--- config.mk ---
export PLATFORM = sky130hd
export DESIGN_NAME = boundary_scan_tap
export DESIGN_NICKNAME = d
export VERILOG_FILES = /design/src/tap_pkg.sv /design/src/boundary_scan_tap.sv
export VERILOG_INCLUDE_DIRS = /design/src /design/src/src
export SDC_FILE = /design/constraint.sdc
export NUM_CORES = 1
export LEC_CHECK = 0
export BUFFER_PORTS_ARGS = -buffer_cell sky130_fd_sc_hd__buf_2
export CAP_MARGIN = 20
export CORE_AREA = 2 2 152 154
export DETAILED_ROUTE_END_ITERATION = 10
export DIE_AREA = 0 0 154 156
export PLACE_DENSITY_LB_ADDON = 0.08
export SETUP_SLACK_MARGIN = 0.1
export SLEW_MARGIN = 20
export SYNTH_ARGS = -nofsm -noshare
export SYNTH_HDL_FRONTEND = slang
export SYNTH_SLANG_ARGS = --single-unit
--- constraint.sdc ---
create_clock -name core_clk -period 2.61 [get_ports core_clk]
set_input_delay 0.3915 -clock core_clk [delete_from_list [all_inputs] [get_ports core_clk]]
set_output_delay 0.3915 -clock core_clk [all_outputs]
set_load 0.1 [all_outputs]
--- src/tap_params.svh ---
// constants for the boundary scan test access port
`ifndef TAP_PARAMS_SVH
`define TAP_PARAMS_SVH
`define IR_WIDTH     4
`define OP_EXTEST    4'h0
`define OP_SAMPLE    4'h1
`define OP_IDCODE    4'h2
`define OP_BYPASS    4'hF
`define IR_CAPTURE   4'h1
`define ID_WIDTH     32
`define ID_LSB       0
`define ID_MAKER_LO  1
`define ID_PART_LO   12
`define ID_VER_LO    28
`define CELLS_PER_IO 3
`define CELL_IN      0
`define CELL_OUT     1
`define CELL_OE      2
`define LOG_DEPTH    16
`endif

--- src/tap_pkg.sv ---
// types shared by the boundary scan test access port
package tap_pkg;
    // controller states, four bits, sixteen states
    typedef enum logic [3:0] {
        TLR, RTI, SEL_DR, CAP_DR, SH_DR, EX1_DR, PA_DR, EX2_DR, UPD_DR,
        SEL_IR, CAP_IR, SH_IR, EX1_IR, PA_IR, EX2_IR, UPD_IR
    } tap_state_t;
    // data register chosen by the current instruction
    typedef enum logic [1:0] {SEL_BYP, SEL_ID, SEL_BSR} dr_sel_t;
    // the test pins that arrive from the tester
    typedef struct packed {
        logic tck;
        logic tms;
        logic tdi;
    } jtag_pins_t;
endpackage

--- src/boundary_scan_tap.sv ---
// boundary scan test access port with its observation log fifo
`timescale 1ns/10ps
`include "tap_params.svh"

module scan_log_fifo #(
    parameter int W     = 8,
    parameter int DEPTH = `LOG_DEPTH
) (
    input  wire logic         core_clk,  // system clock
    input  wire logic         rst,       // synchronous reset
    input  wire logic         in_valid,  // word offered
    output logic              in_ready,  // room for a word
    input  wire logic [W-1:0] in_data,   // word in
    output logic              out_valid, // word waiting
    input  wire logic         out_ready, // reader takes word
    output logic [W-1:0]      out_data   // oldest word
);
    localparam int AW = $clog2(DEPTH);
    logic [W-1:0] mem [DEPTH];
    logic [AW-1:0] wr_q, rd_q, rd_d;
    logic [AW:0]   cnt_q, cnt_d;
    logic          push, pop;

    // handshakes and occupancy
    assign push  = in_valid && in_ready;
    assign pop   = out_valid && out_ready;
    assign cnt_d = cnt_q + (AW+1)'(push) - (AW+1)'(pop);
    assign rd_d  = pop ? rd_q + 1'h1 : rd_q;

    // pointers and flags; flags are registered so ports come from flops
    always_ff @(posedge core_clk)
    begin
        if (rst)
        begin
            wr_q      <= '0;
            rd_q      <= '0;
            cnt_q     <= '0;
            in_ready  <= 1'b1;
            out_valid <= 1'b0;
        end
        else
        begin
            wr_q      <= push ? wr_q + 1'b1 : wr_q;
            rd_q      <= rd_d;
            cnt_q     <= cnt_d;
            in_ready  <= cnt_d != (AW+1)'(DEPTH);
            out_valid <= cnt_d != '0;
        end
    end

    // storage and registered head; a push into the head slot bypasses
    always_ff @(posedge core_clk)
    begin
        if (push)
            mem[wr_q] <= in_data;
        out_data <= (push && wr_q == rd_d) ? in_data : mem[rd_d];
    end
endmodule

module boundary_scan_tap #(
    parameter int             NUM_IO   = 4,
    parameter int             LOG_DEPTH = `LOG_DEPTH,
    parameter logic [3:0]     VERSION  = 4'h1,    // arbitrary value
    parameter logic [15:0]    PART_NUM = 16'h0001, // arbitrary value
    parameter logic [10:0]    MAKER_ID = 11'h001   // arbitrary value
) (
    input  wire logic               core_clk,  // system clock, 40 MHz
    input  wire logic               rst,       // power-up reset, active high
    input  wire logic               trst_n,    // test reset pin, async
    input  tap_pkg::jtag_pins_t     jtag,      // tck, tms, tdi pins
    output logic                    tdo,       // test data out
    output logic                    tdo_oe,    // high while tdo is driven
    input  wire logic [NUM_IO-1:0]  core_out,  // core wants these levels
    input  wire logic [NUM_IO-1:0]  core_oe,   // core wants these enables
    output logic [NUM_IO-1:0]       core_in,   // pin levels seen by core
    input  wire logic [NUM_IO-1:0]  pin_in,    // pad input levels
    output logic [NUM_IO-1:0]       pin_out,   // pad output levels
    output logic [NUM_IO-1:0]       pin_oe,    // pad output enables
    output logic                    log_space, // log can take a word
    output logic                    log_valid, // logged word waiting
    input  wire logic               log_ready, // reader takes the word
    output logic [3*NUM_IO-1:0]     log_data   // boundary word updated
);
    localparam int BW = `CELLS_PER_IO * NUM_IO;
    localparam int SW = NUM_IO + 3;

    tap_pkg::tap_state_t state_q, state_d;
    tap_pkg::dr_sel_t    dr_sel;
    logic [SW-1:0] meta_q, sync_q;
    logic          tck_s, tms_s, tdi_s, tck_prev_q, tck_rise, tck_fall;
    logic [NUM_IO-1:0] pin_in_s;
    logic [`IR_WIDTH-1:0] ir_q, ir_sh_q;
    logic          byp_q;
    logic [`ID_WIDTH-1:0] id_sh_q, id_value;
    logic [BW-1:0] bsr_sh_q, bsr_upd_q, bsr_cap;
    logic [NUM_IO-1:0] upd_in, upd_out, upd_oe;
    logic          extest, dr_bit, log_push;

    // next state of the controller from the sampled mode level
    function automatic tap_pkg::tap_state_t next_state(
        input tap_pkg::tap_state_t s,
        input logic                m
    );
        case (s)
            tap_pkg::TLR:    next_state = m ? tap_pkg::TLR    : tap_pkg::RTI;
            tap_pkg::RTI:    next_state = m ? tap_pkg::SEL_DR : tap_pkg::RTI;
            tap_pkg::SEL_DR: next_state = m ? tap_pkg::SEL_IR : tap_pkg::CAP_DR;
            tap_pkg::CAP_DR: next_state = m ? tap_pkg::EX1_DR : tap_pkg::SH_DR;
            tap_pkg::SH_DR:  next_state = m ? tap_pkg::EX1_DR : tap_pkg::SH_DR;
            tap_pkg::EX1_DR: next_state = m ? tap_pkg::UPD_DR : tap_pkg::PA_DR;
            tap_pkg::PA_DR:  next_state = m ? tap_pkg::EX2_DR : tap_pkg::PA_DR;
            tap_pkg::EX2_DR: next_state = m ? tap_pkg::UPD_DR : tap_pkg::SH_DR;
            tap_pkg::UPD_DR: next_state = m ? tap_pkg::SEL_DR : tap_pkg::RTI;
            tap_pkg::SEL_IR: next_state = m ? tap_pkg::TLR    : tap_pkg::CAP_IR;
            tap_pkg::CAP_IR: next_state = m ? tap_pkg::EX1_IR : tap_pkg::SH_IR;
            tap_pkg::SH_IR:  next_state = m ? tap_pkg::EX1_IR : tap_pkg::SH_IR;
            tap_pkg::EX1_IR: next_state = m ? tap_pkg::UPD_IR : tap_pkg::PA_IR;
            tap_pkg::PA_IR:  next_state = m ? tap_pkg::EX2_IR : tap_pkg::PA_IR;
            tap_pkg::EX2_IR: next_state = m ? tap_pkg::UPD_IR : tap_pkg::SH_IR;
            tap_pkg::UPD_IR: next_state = m ? tap_pkg::SEL_DR : tap_pkg::RTI;
            default:         next_state = tap_pkg::TLR;
        endcase
    endfunction

    // instruction decode, used for the path mux and the log push; the pin mode compares ir_q on its own
    function automatic tap_pkg::dr_sel_t decode_dr(
        input logic [`IR_WIDTH-1:0] ir
    );
        if (ir == `OP_IDCODE)
            decode_dr = tap_pkg::SEL_ID;
        else if (ir == `OP_EXTEST || ir == `OP_SAMPLE)
            decode_dr = tap_pkg::SEL_BSR;
        else
            decode_dr = tap_pkg::SEL_BYP;
    endfunction

    // two flops on every pin except trst_n before logic looks at it
    always_ff @(posedge core_clk)
    begin
        meta_q     <= {jtag.tck, jtag.tms, jtag.tdi, pin_in};
        sync_q     <= meta_q;
        tck_prev_q <= tck_s;
    end

    assign {tck_s, tms_s, tdi_s, pin_in_s} = sync_q;
    // edges of the test clock found by the core clock; the tester clock
    // must stay well below a quarter of core_clk for this to hold
    assign tck_rise = tck_s && !tck_prev_q;
    assign tck_fall = !tck_s && tck_prev_q;

    // controller state; trst_n clears it without any clock edge
    always_ff @(posedge core_clk or negedge trst_n)
    begin
        if (!trst_n)
            state_q <= tap_pkg::TLR;
        else if (rst)
            state_q <= tap_pkg::TLR;
        else
            state_q <= state_d;
    end
    assign state_d = tck_rise ? next_state(state_q, tms_s)
                              : state_q;

    // selection of the data register and of the pin mode
    assign dr_sel = decode_dr(ir_q);
    assign extest = ir_q == `OP_EXTEST;
    assign id_value = {VERSION, PART_NUM, MAKER_ID, 1'b1};
    assign dr_bit = dr_sel == tap_pkg::SEL_ID  ? id_sh_q[0]
                  : dr_sel == tap_pkg::SEL_BSR ? bsr_sh_q[0]
                  : byp_q;
    assign log_push = tck_fall && state_q == tap_pkg::UPD_DR
                      && dr_sel == tap_pkg::SEL_BSR;

    // three cells per pin: input, output and enable, each with taps
    genvar gi;
    generate
        for (gi = 0; gi < NUM_IO; gi++)
        begin : g_cell
            assign bsr_cap[3*gi+`CELL_IN]  = pin_in_s[gi];
            assign bsr_cap[3*gi+`CELL_OUT] = core_out[gi];
            assign bsr_cap[3*gi+`CELL_OE]  = core_oe[gi];
            assign upd_in[gi]  = bsr_upd_q[3*gi+`CELL_IN];
            assign upd_out[gi] = bsr_upd_q[3*gi+`CELL_OUT];
            assign upd_oe[gi]  = bsr_upd_q[3*gi+`CELL_OE];
        end
    endgenerate

    // instruction register: capture, shift on rise, update on fall
    always_ff @(posedge core_clk or negedge trst_n)
    begin
        if (!trst_n)
        begin
            ir_q    <= `OP_IDCODE;
            ir_sh_q <= `IR_CAPTURE;
        end
        else if (rst || state_q == tap_pkg::TLR)
            ir_q    <= `OP_IDCODE;
        else if (tck_rise && state_q == tap_pkg::CAP_IR)
            ir_sh_q <= `IR_CAPTURE;
        else if (tck_rise && state_q == tap_pkg::SH_IR)
            ir_sh_q <= {tdi_s, ir_sh_q[`IR_WIDTH-1:1]};
        else if (tck_fall && state_q == tap_pkg::UPD_IR)
            ir_q    <= ir_sh_q;
    end

    // data registers: only the selected one shifts; bypass clears on every capture
    always_ff @(posedge core_clk)
    begin
        if (rst)
        begin
            byp_q    <= 1'b0;
            id_sh_q  <= '0;
            bsr_sh_q <= '0;
        end
        else if (tck_rise && state_q == tap_pkg::CAP_DR)
        begin
            byp_q    <= 1'b0;
            id_sh_q  <= (dr_sel == tap_pkg::SEL_ID) ? id_value : id_sh_q;
            bsr_sh_q <= (dr_sel == tap_pkg::SEL_BSR) ? bsr_cap : bsr_sh_q;
        end
        else if (tck_rise && state_q == tap_pkg::SH_DR)
        begin
            byp_q    <= (dr_sel == tap_pkg::SEL_BYP) ? tdi_s : byp_q;
            id_sh_q  <= (dr_sel == tap_pkg::SEL_ID)
                        ? {tdi_s, id_sh_q[`ID_WIDTH-1:1]} : id_sh_q;
            bsr_sh_q <= (dr_sel == tap_pkg::SEL_BSR)
                        ? {tdi_s, bsr_sh_q[BW-1:1]} : bsr_sh_q;
        end
    end

    // boundary update latch, written on the falling edge of update
    always_ff @(posedge core_clk)
    begin
        if (rst)
            bsr_upd_q <= '0;
        else if (log_push)
            bsr_upd_q <= bsr_sh_q;
    end

    // test output changes on falling edges and floats outside shifting
    always_ff @(posedge core_clk or negedge trst_n)
    begin
        if (!trst_n)
        begin
            tdo    <= 1'b0;
            tdo_oe <= 1'b0;
        end
        else if (rst)
        begin
            tdo    <= 1'b0;
            tdo_oe <= 1'b0;
        end
        else if (tck_fall)
        begin
            tdo    <= (state_q == tap_pkg::SH_IR) ? ir_sh_q[0] : dr_bit;
            tdo_oe <= state_q == tap_pkg::SH_IR
                      || state_q == tap_pkg::SH_DR;
        end
    end

    // pin side: extest hands the pads to the scan cells
    always_ff @(posedge core_clk)
    begin
        if (rst)
        begin
            pin_out <= '0;
            pin_oe  <= '0;
            core_in <= '0;
        end
        else
        begin
            pin_out <= extest ? upd_out : core_out;
            pin_oe  <= extest ? upd_oe : core_oe;
            core_in <= extest ? upd_in : pin_in_s;
        end
    end

    // every boundary update is logged; a full log drops the word and
    // shows it on log_space, since the tester's clock cannot be held
    scan_log_fifo #(
        .W     (BW),
        .DEPTH (LOG_DEPTH)
    ) u_log (
        .core_clk  (core_clk),
        .rst       (rst),
        .in_valid  (log_push),
        .in_ready  (log_space),
        .in_data   (bsr_sh_q),
        .out_valid (log_valid),
        .out_ready (log_ready),
        .out_data  (log_data)
    );

    // checks on the controller and the registers
    logic [2:0] ones_cnt_q;
    always_ff @(posedge core_clk)
    begin
        if (rst || (tck_rise && !tms_s))
            ones_cnt_q <= '0;
        else if (tck_rise && ones_cnt_q != 3'h5)
            ones_cnt_q <= ones_cnt_q + 3'h1;
    end
endmodule

==> impl_results.md <==
- Register share of total power: a little over two fifths
- Die H: around 160 µm
- Final Total Pwr: between 10000 and 15000 µW
- 1st-pass router iterations: 5
- Cell Area, Synth: 12200 µm²
- PnR worst setup slack: -49.2 ps
- Clock share of power: between 30% and 40%
- Pint: 8870 µW
- Slew HR: between 50 and 60%
- Worst vdd ir: 0.000501 V
- Actual slew at the worst max-slew pin: about 740 ps
- Cell mode on critical path: buf_12
- Clock buffer depth: 3
- Number of port buffers: 46
- DRC viols: 0
- Sw Share: 27.2%
- P&R area growth vs syn: 17.6%
- CP Data Arrival Time: between 2000 and 2500 ps
- Switching pwr: between 3000 and 4000 µW
- Hold Crit Class: input pin to flop
- Skew-Pair Late Insertion Delay: around 550 ps
- Vias in the first global route: approximately 7400
- Worst Skew: 8.79 ps
- WHS: between 100 and 150 ps
- Commonest non-fill, non-tap cell in the layout: edfxtp_1
- Clock Tree Root: clkbuf_16
- First-pass GRT wire length: 39.1 mm
- Largest area contributor in the netlist: edfxtp_1
- Critical path launch point type: flop
- Dpl hpwl: 15.4 mm
- Combinational share of power: between 20% and 30%
- Row cnt: between 50 and 60
- GRT Util Overall: around a fifth
- RSZ-0062 raised after global routing: true
- Crit-path cells: buf_12, buf_12, mux4_2, a22oi_2, nand2_2, buf_6
- Slowest CP cell: mux4_2
- Avg Vias per Cell: 5.69
- FILL cells: 1633
- # diodes: 0
- Htree depth: 1
- Fmax: approximately 380 MHz
- Crit-path max cell delay: 520 ps
- Top area cells in the synthesized netlist: edfxtp_1, dfxtp_1, mux4_2
- WS Path Type: flop to primary output
- Top-area cell type share of the netlist area: roughly 47%
- Reg clk slew, reported paths: ~60 ps
- Initial antenna violation count: 0
- GR Overflow Total: 0
- Antenna-violating nets left: 0
- Post-Syn Instances: around 850
- Count of final hold-check violations: 0
- Slew Limit Fails: 0
- Post-synthesis cell type count: 55
- Pwr per Cell Area: 851 nW/µm²
- Pleak: just under 0.005 µW
- Most frequent cells in the layout: edfxtp_1, nand2_1, dfxtp_1, mux4_2, nor2_1
- Status: finished, violations left
- TritonCTS clock tree: built
- Die area: around 24000 µm²
- Worst Setup End Kind: primary output
- Share of layout cells above drive strength 1: approximately 30%
- GPL Wtd Cong: 0.768
- Syn_nets: about 880
- Initial Utilization: 54.4%
- Die Wd: around 150 µm
- Ys Warns: 0
- Failing checks: negative setup slack
- DR vias: between 7000 and 8000
- Drt wl/cell: ~20 µm
- CP max FO: 7
- Setup Viol. Count Final: 9
- Primary FF master, synth: edfxtp_1
- Initial DRC count: 432
- # IOs: 47
- Core Box Area: 22400 µm²
- CTS sink cnt: just over 300
- Final worst-path cycle share: 102%
- Mapped Avg Cell Area: ~14 µm²
- Fin nets: about 960
- Yosys reg bits: ~310
- Seq/Total Area, Yosys: 67.2%
- Final core utilization: approximately 64%
- EDFF count, synth: around 190
- Pin count of the biggest net entering global routing: approximately 70
- Max-Cap Viols: 0
- Cts bufs inserted: 30
- Data required, critical path: about 2200 ps
- Post-synth ARST share: under 10%
- Routed WL: roughly 24 mm
- Tmin final: between 2000 and 3000 ps
-- layout make-up --
class                      instances  area (µm²)  share of cell area (%)
sequential                       309        8190                    57.2
multi-input combinational        474        3830                    26.8
timing repair buffer             104         918                    6.41
clock buffer                      44         865                    6.04
tap                              285         357                    2.49
clock inverter                    12         111                   0.778
inverter                          12        45.0                   0.315
-- repair_timing --
| item | in CTS | in global routing |
|---|---|---|
| hold buffers | 8 | 0 |
| resized for setup | 51 | 4 |
| setup buffers | 5 | 1 |
| hold endpoints to repair | 21 | 0 |
| endpoints found under the setup margin | 12 | 14 |
| pin swaps | 3 | 4 |
| gates cloned | 2 | 0 |
-- flip-flops by register name, indices dropped and copies added, names as in the netlist, 4 cells and up, named ones only --
| register | flops |
|---|---|
| ir_sh_q | 4 |
| u_log.mem | 192 |
| core_in | 4 |
| meta_q | 7 |
| state_q | 4 |
| sync_q | 7 |
| id_sh_q | 32 |
| pin_oe | 4 |
| u_log.wr_q | 4 |
| bsr_upd_q | 12 |
| u_log.rd_q | 4 |
| u_log.cnt_q | 5 |
| ir_q | 4 |
| pin_out | 4 |
| bsr_sh_q | 12 |
-- kinds of logic (layout without fill, tap and decap cells) --
group,Yosys count,after routing,synth area share (%)
adders and majority gates,11,11,1.19
AOI/OAI and AO/OA,135,135,8.39
and+or+nand+nor,266,266,10.8
DFF,309,309,67.2
xor gates and xnor gates,11,11,0.791
muxes,51,51,9.15
buffers and inverters,68,172,2.52
-- Yosys cell counts (2+ instances only) --
cell type,count
edfxtp_1,192
nand2_1,122
dfxtp_1,103
mux4_2,48
nor2_1,45
a21oi_1,41
clkbuf_1,35
a22oi_1,24
a21oi_2,20
nand3_2,20
nor3_1,20
nand3_1,16
o21ai_0,13
dfrtp_1,12
inv_1,12
nor2b_1,12
buf_2,11
ha_1,10
a311oi_1,8
a311oi_2,8
nand2b_1,7
nand4_1,7
xnor2_1,7
buf_1,4
buf_6,4
xor2_1,4
a21o_1,3
a22o_1,3
a31oi_1,3
o211ai_1,3
or3_1,3
a2111oi_4,2
a211oi_1,2
and2_1,2
buf_4,2
dfstp_2,2
mux2_2,2
nor4_1,2
-- worst paths after layout --
check	from	to	slack, ps	depth (start not counted)
setup reg to reg	ir_q[1]$_DFFE_PN1P_	u_log.in_ready$_SDFF_PP1_	270	9
max in group asynchronous	trst_n	ir_q[1]$_DFFE_PN1P_	2050	2
hold reg to reg	meta_q[3]$_DFF_P_	sync_q[3]$_DFF_P_	330	0
min in group asynchronous	trst_n	tdo_oe$_DFFE_PN0P_	270	2
setup / recovery	flop	log_data[2]	-50	6
hold / removal	core_out[2]	pin_out[2]$_SDFF_PP0_	120	3
-- metal layers --
layer / vias to the layer above / GRT usage [%] / part of all wire, %
met5: - / 0 / 0
met4: 0 / 5.30 / 1.6
met3: 31 / 2.64 / 4.0
met2: 148 / 36.5 / 51
met1: 3525 / 27.3 / 43
li1: 3353 / - / -
-- worst max-delay path, delay by kind of cell, from the launching register on --
kind | cells | cell delay [ps]
buffers and inverters | 3 | 460
flip-flops | 1 | 410
AND/OR/NAND/NOR | 1 | 80
multiplexers | 1 | 520
AO/OA/AOI/OAI | 1 | 240
-- through the flow --
stage	TNS (ps)	area, µm²	std cells	setup slack (ps)
final	-175	14300	1240	-49.2
after CTS	-449	14300	1239	-63.3
after global routing	-915	14300	1240	-114
after detailed placement	0	12900	1168	115
after floorplan	0	12200	851	88.6
after global placement	0	12900	1168	185
-- power groups by stage --
| stage | clock (µW) | sequential, µW | combinational, µW |
|---|---|---|---|
| 4_1_cts | 4300 | 5300 | 2690 |
| 3_3_place_gp | 0 | 5400 | 2220 |
| 3_5_place_dp | 0 | 5410 | 2260 |
| 5_1_grt | 4500 | 5310 | 2830 |
| 6_report | 4220 | 5300 | 2670 |
| 2_1_floorplan | 0 | 5540 | 1690 |
No activity file was read; power rests on OpenSTA's default activity.
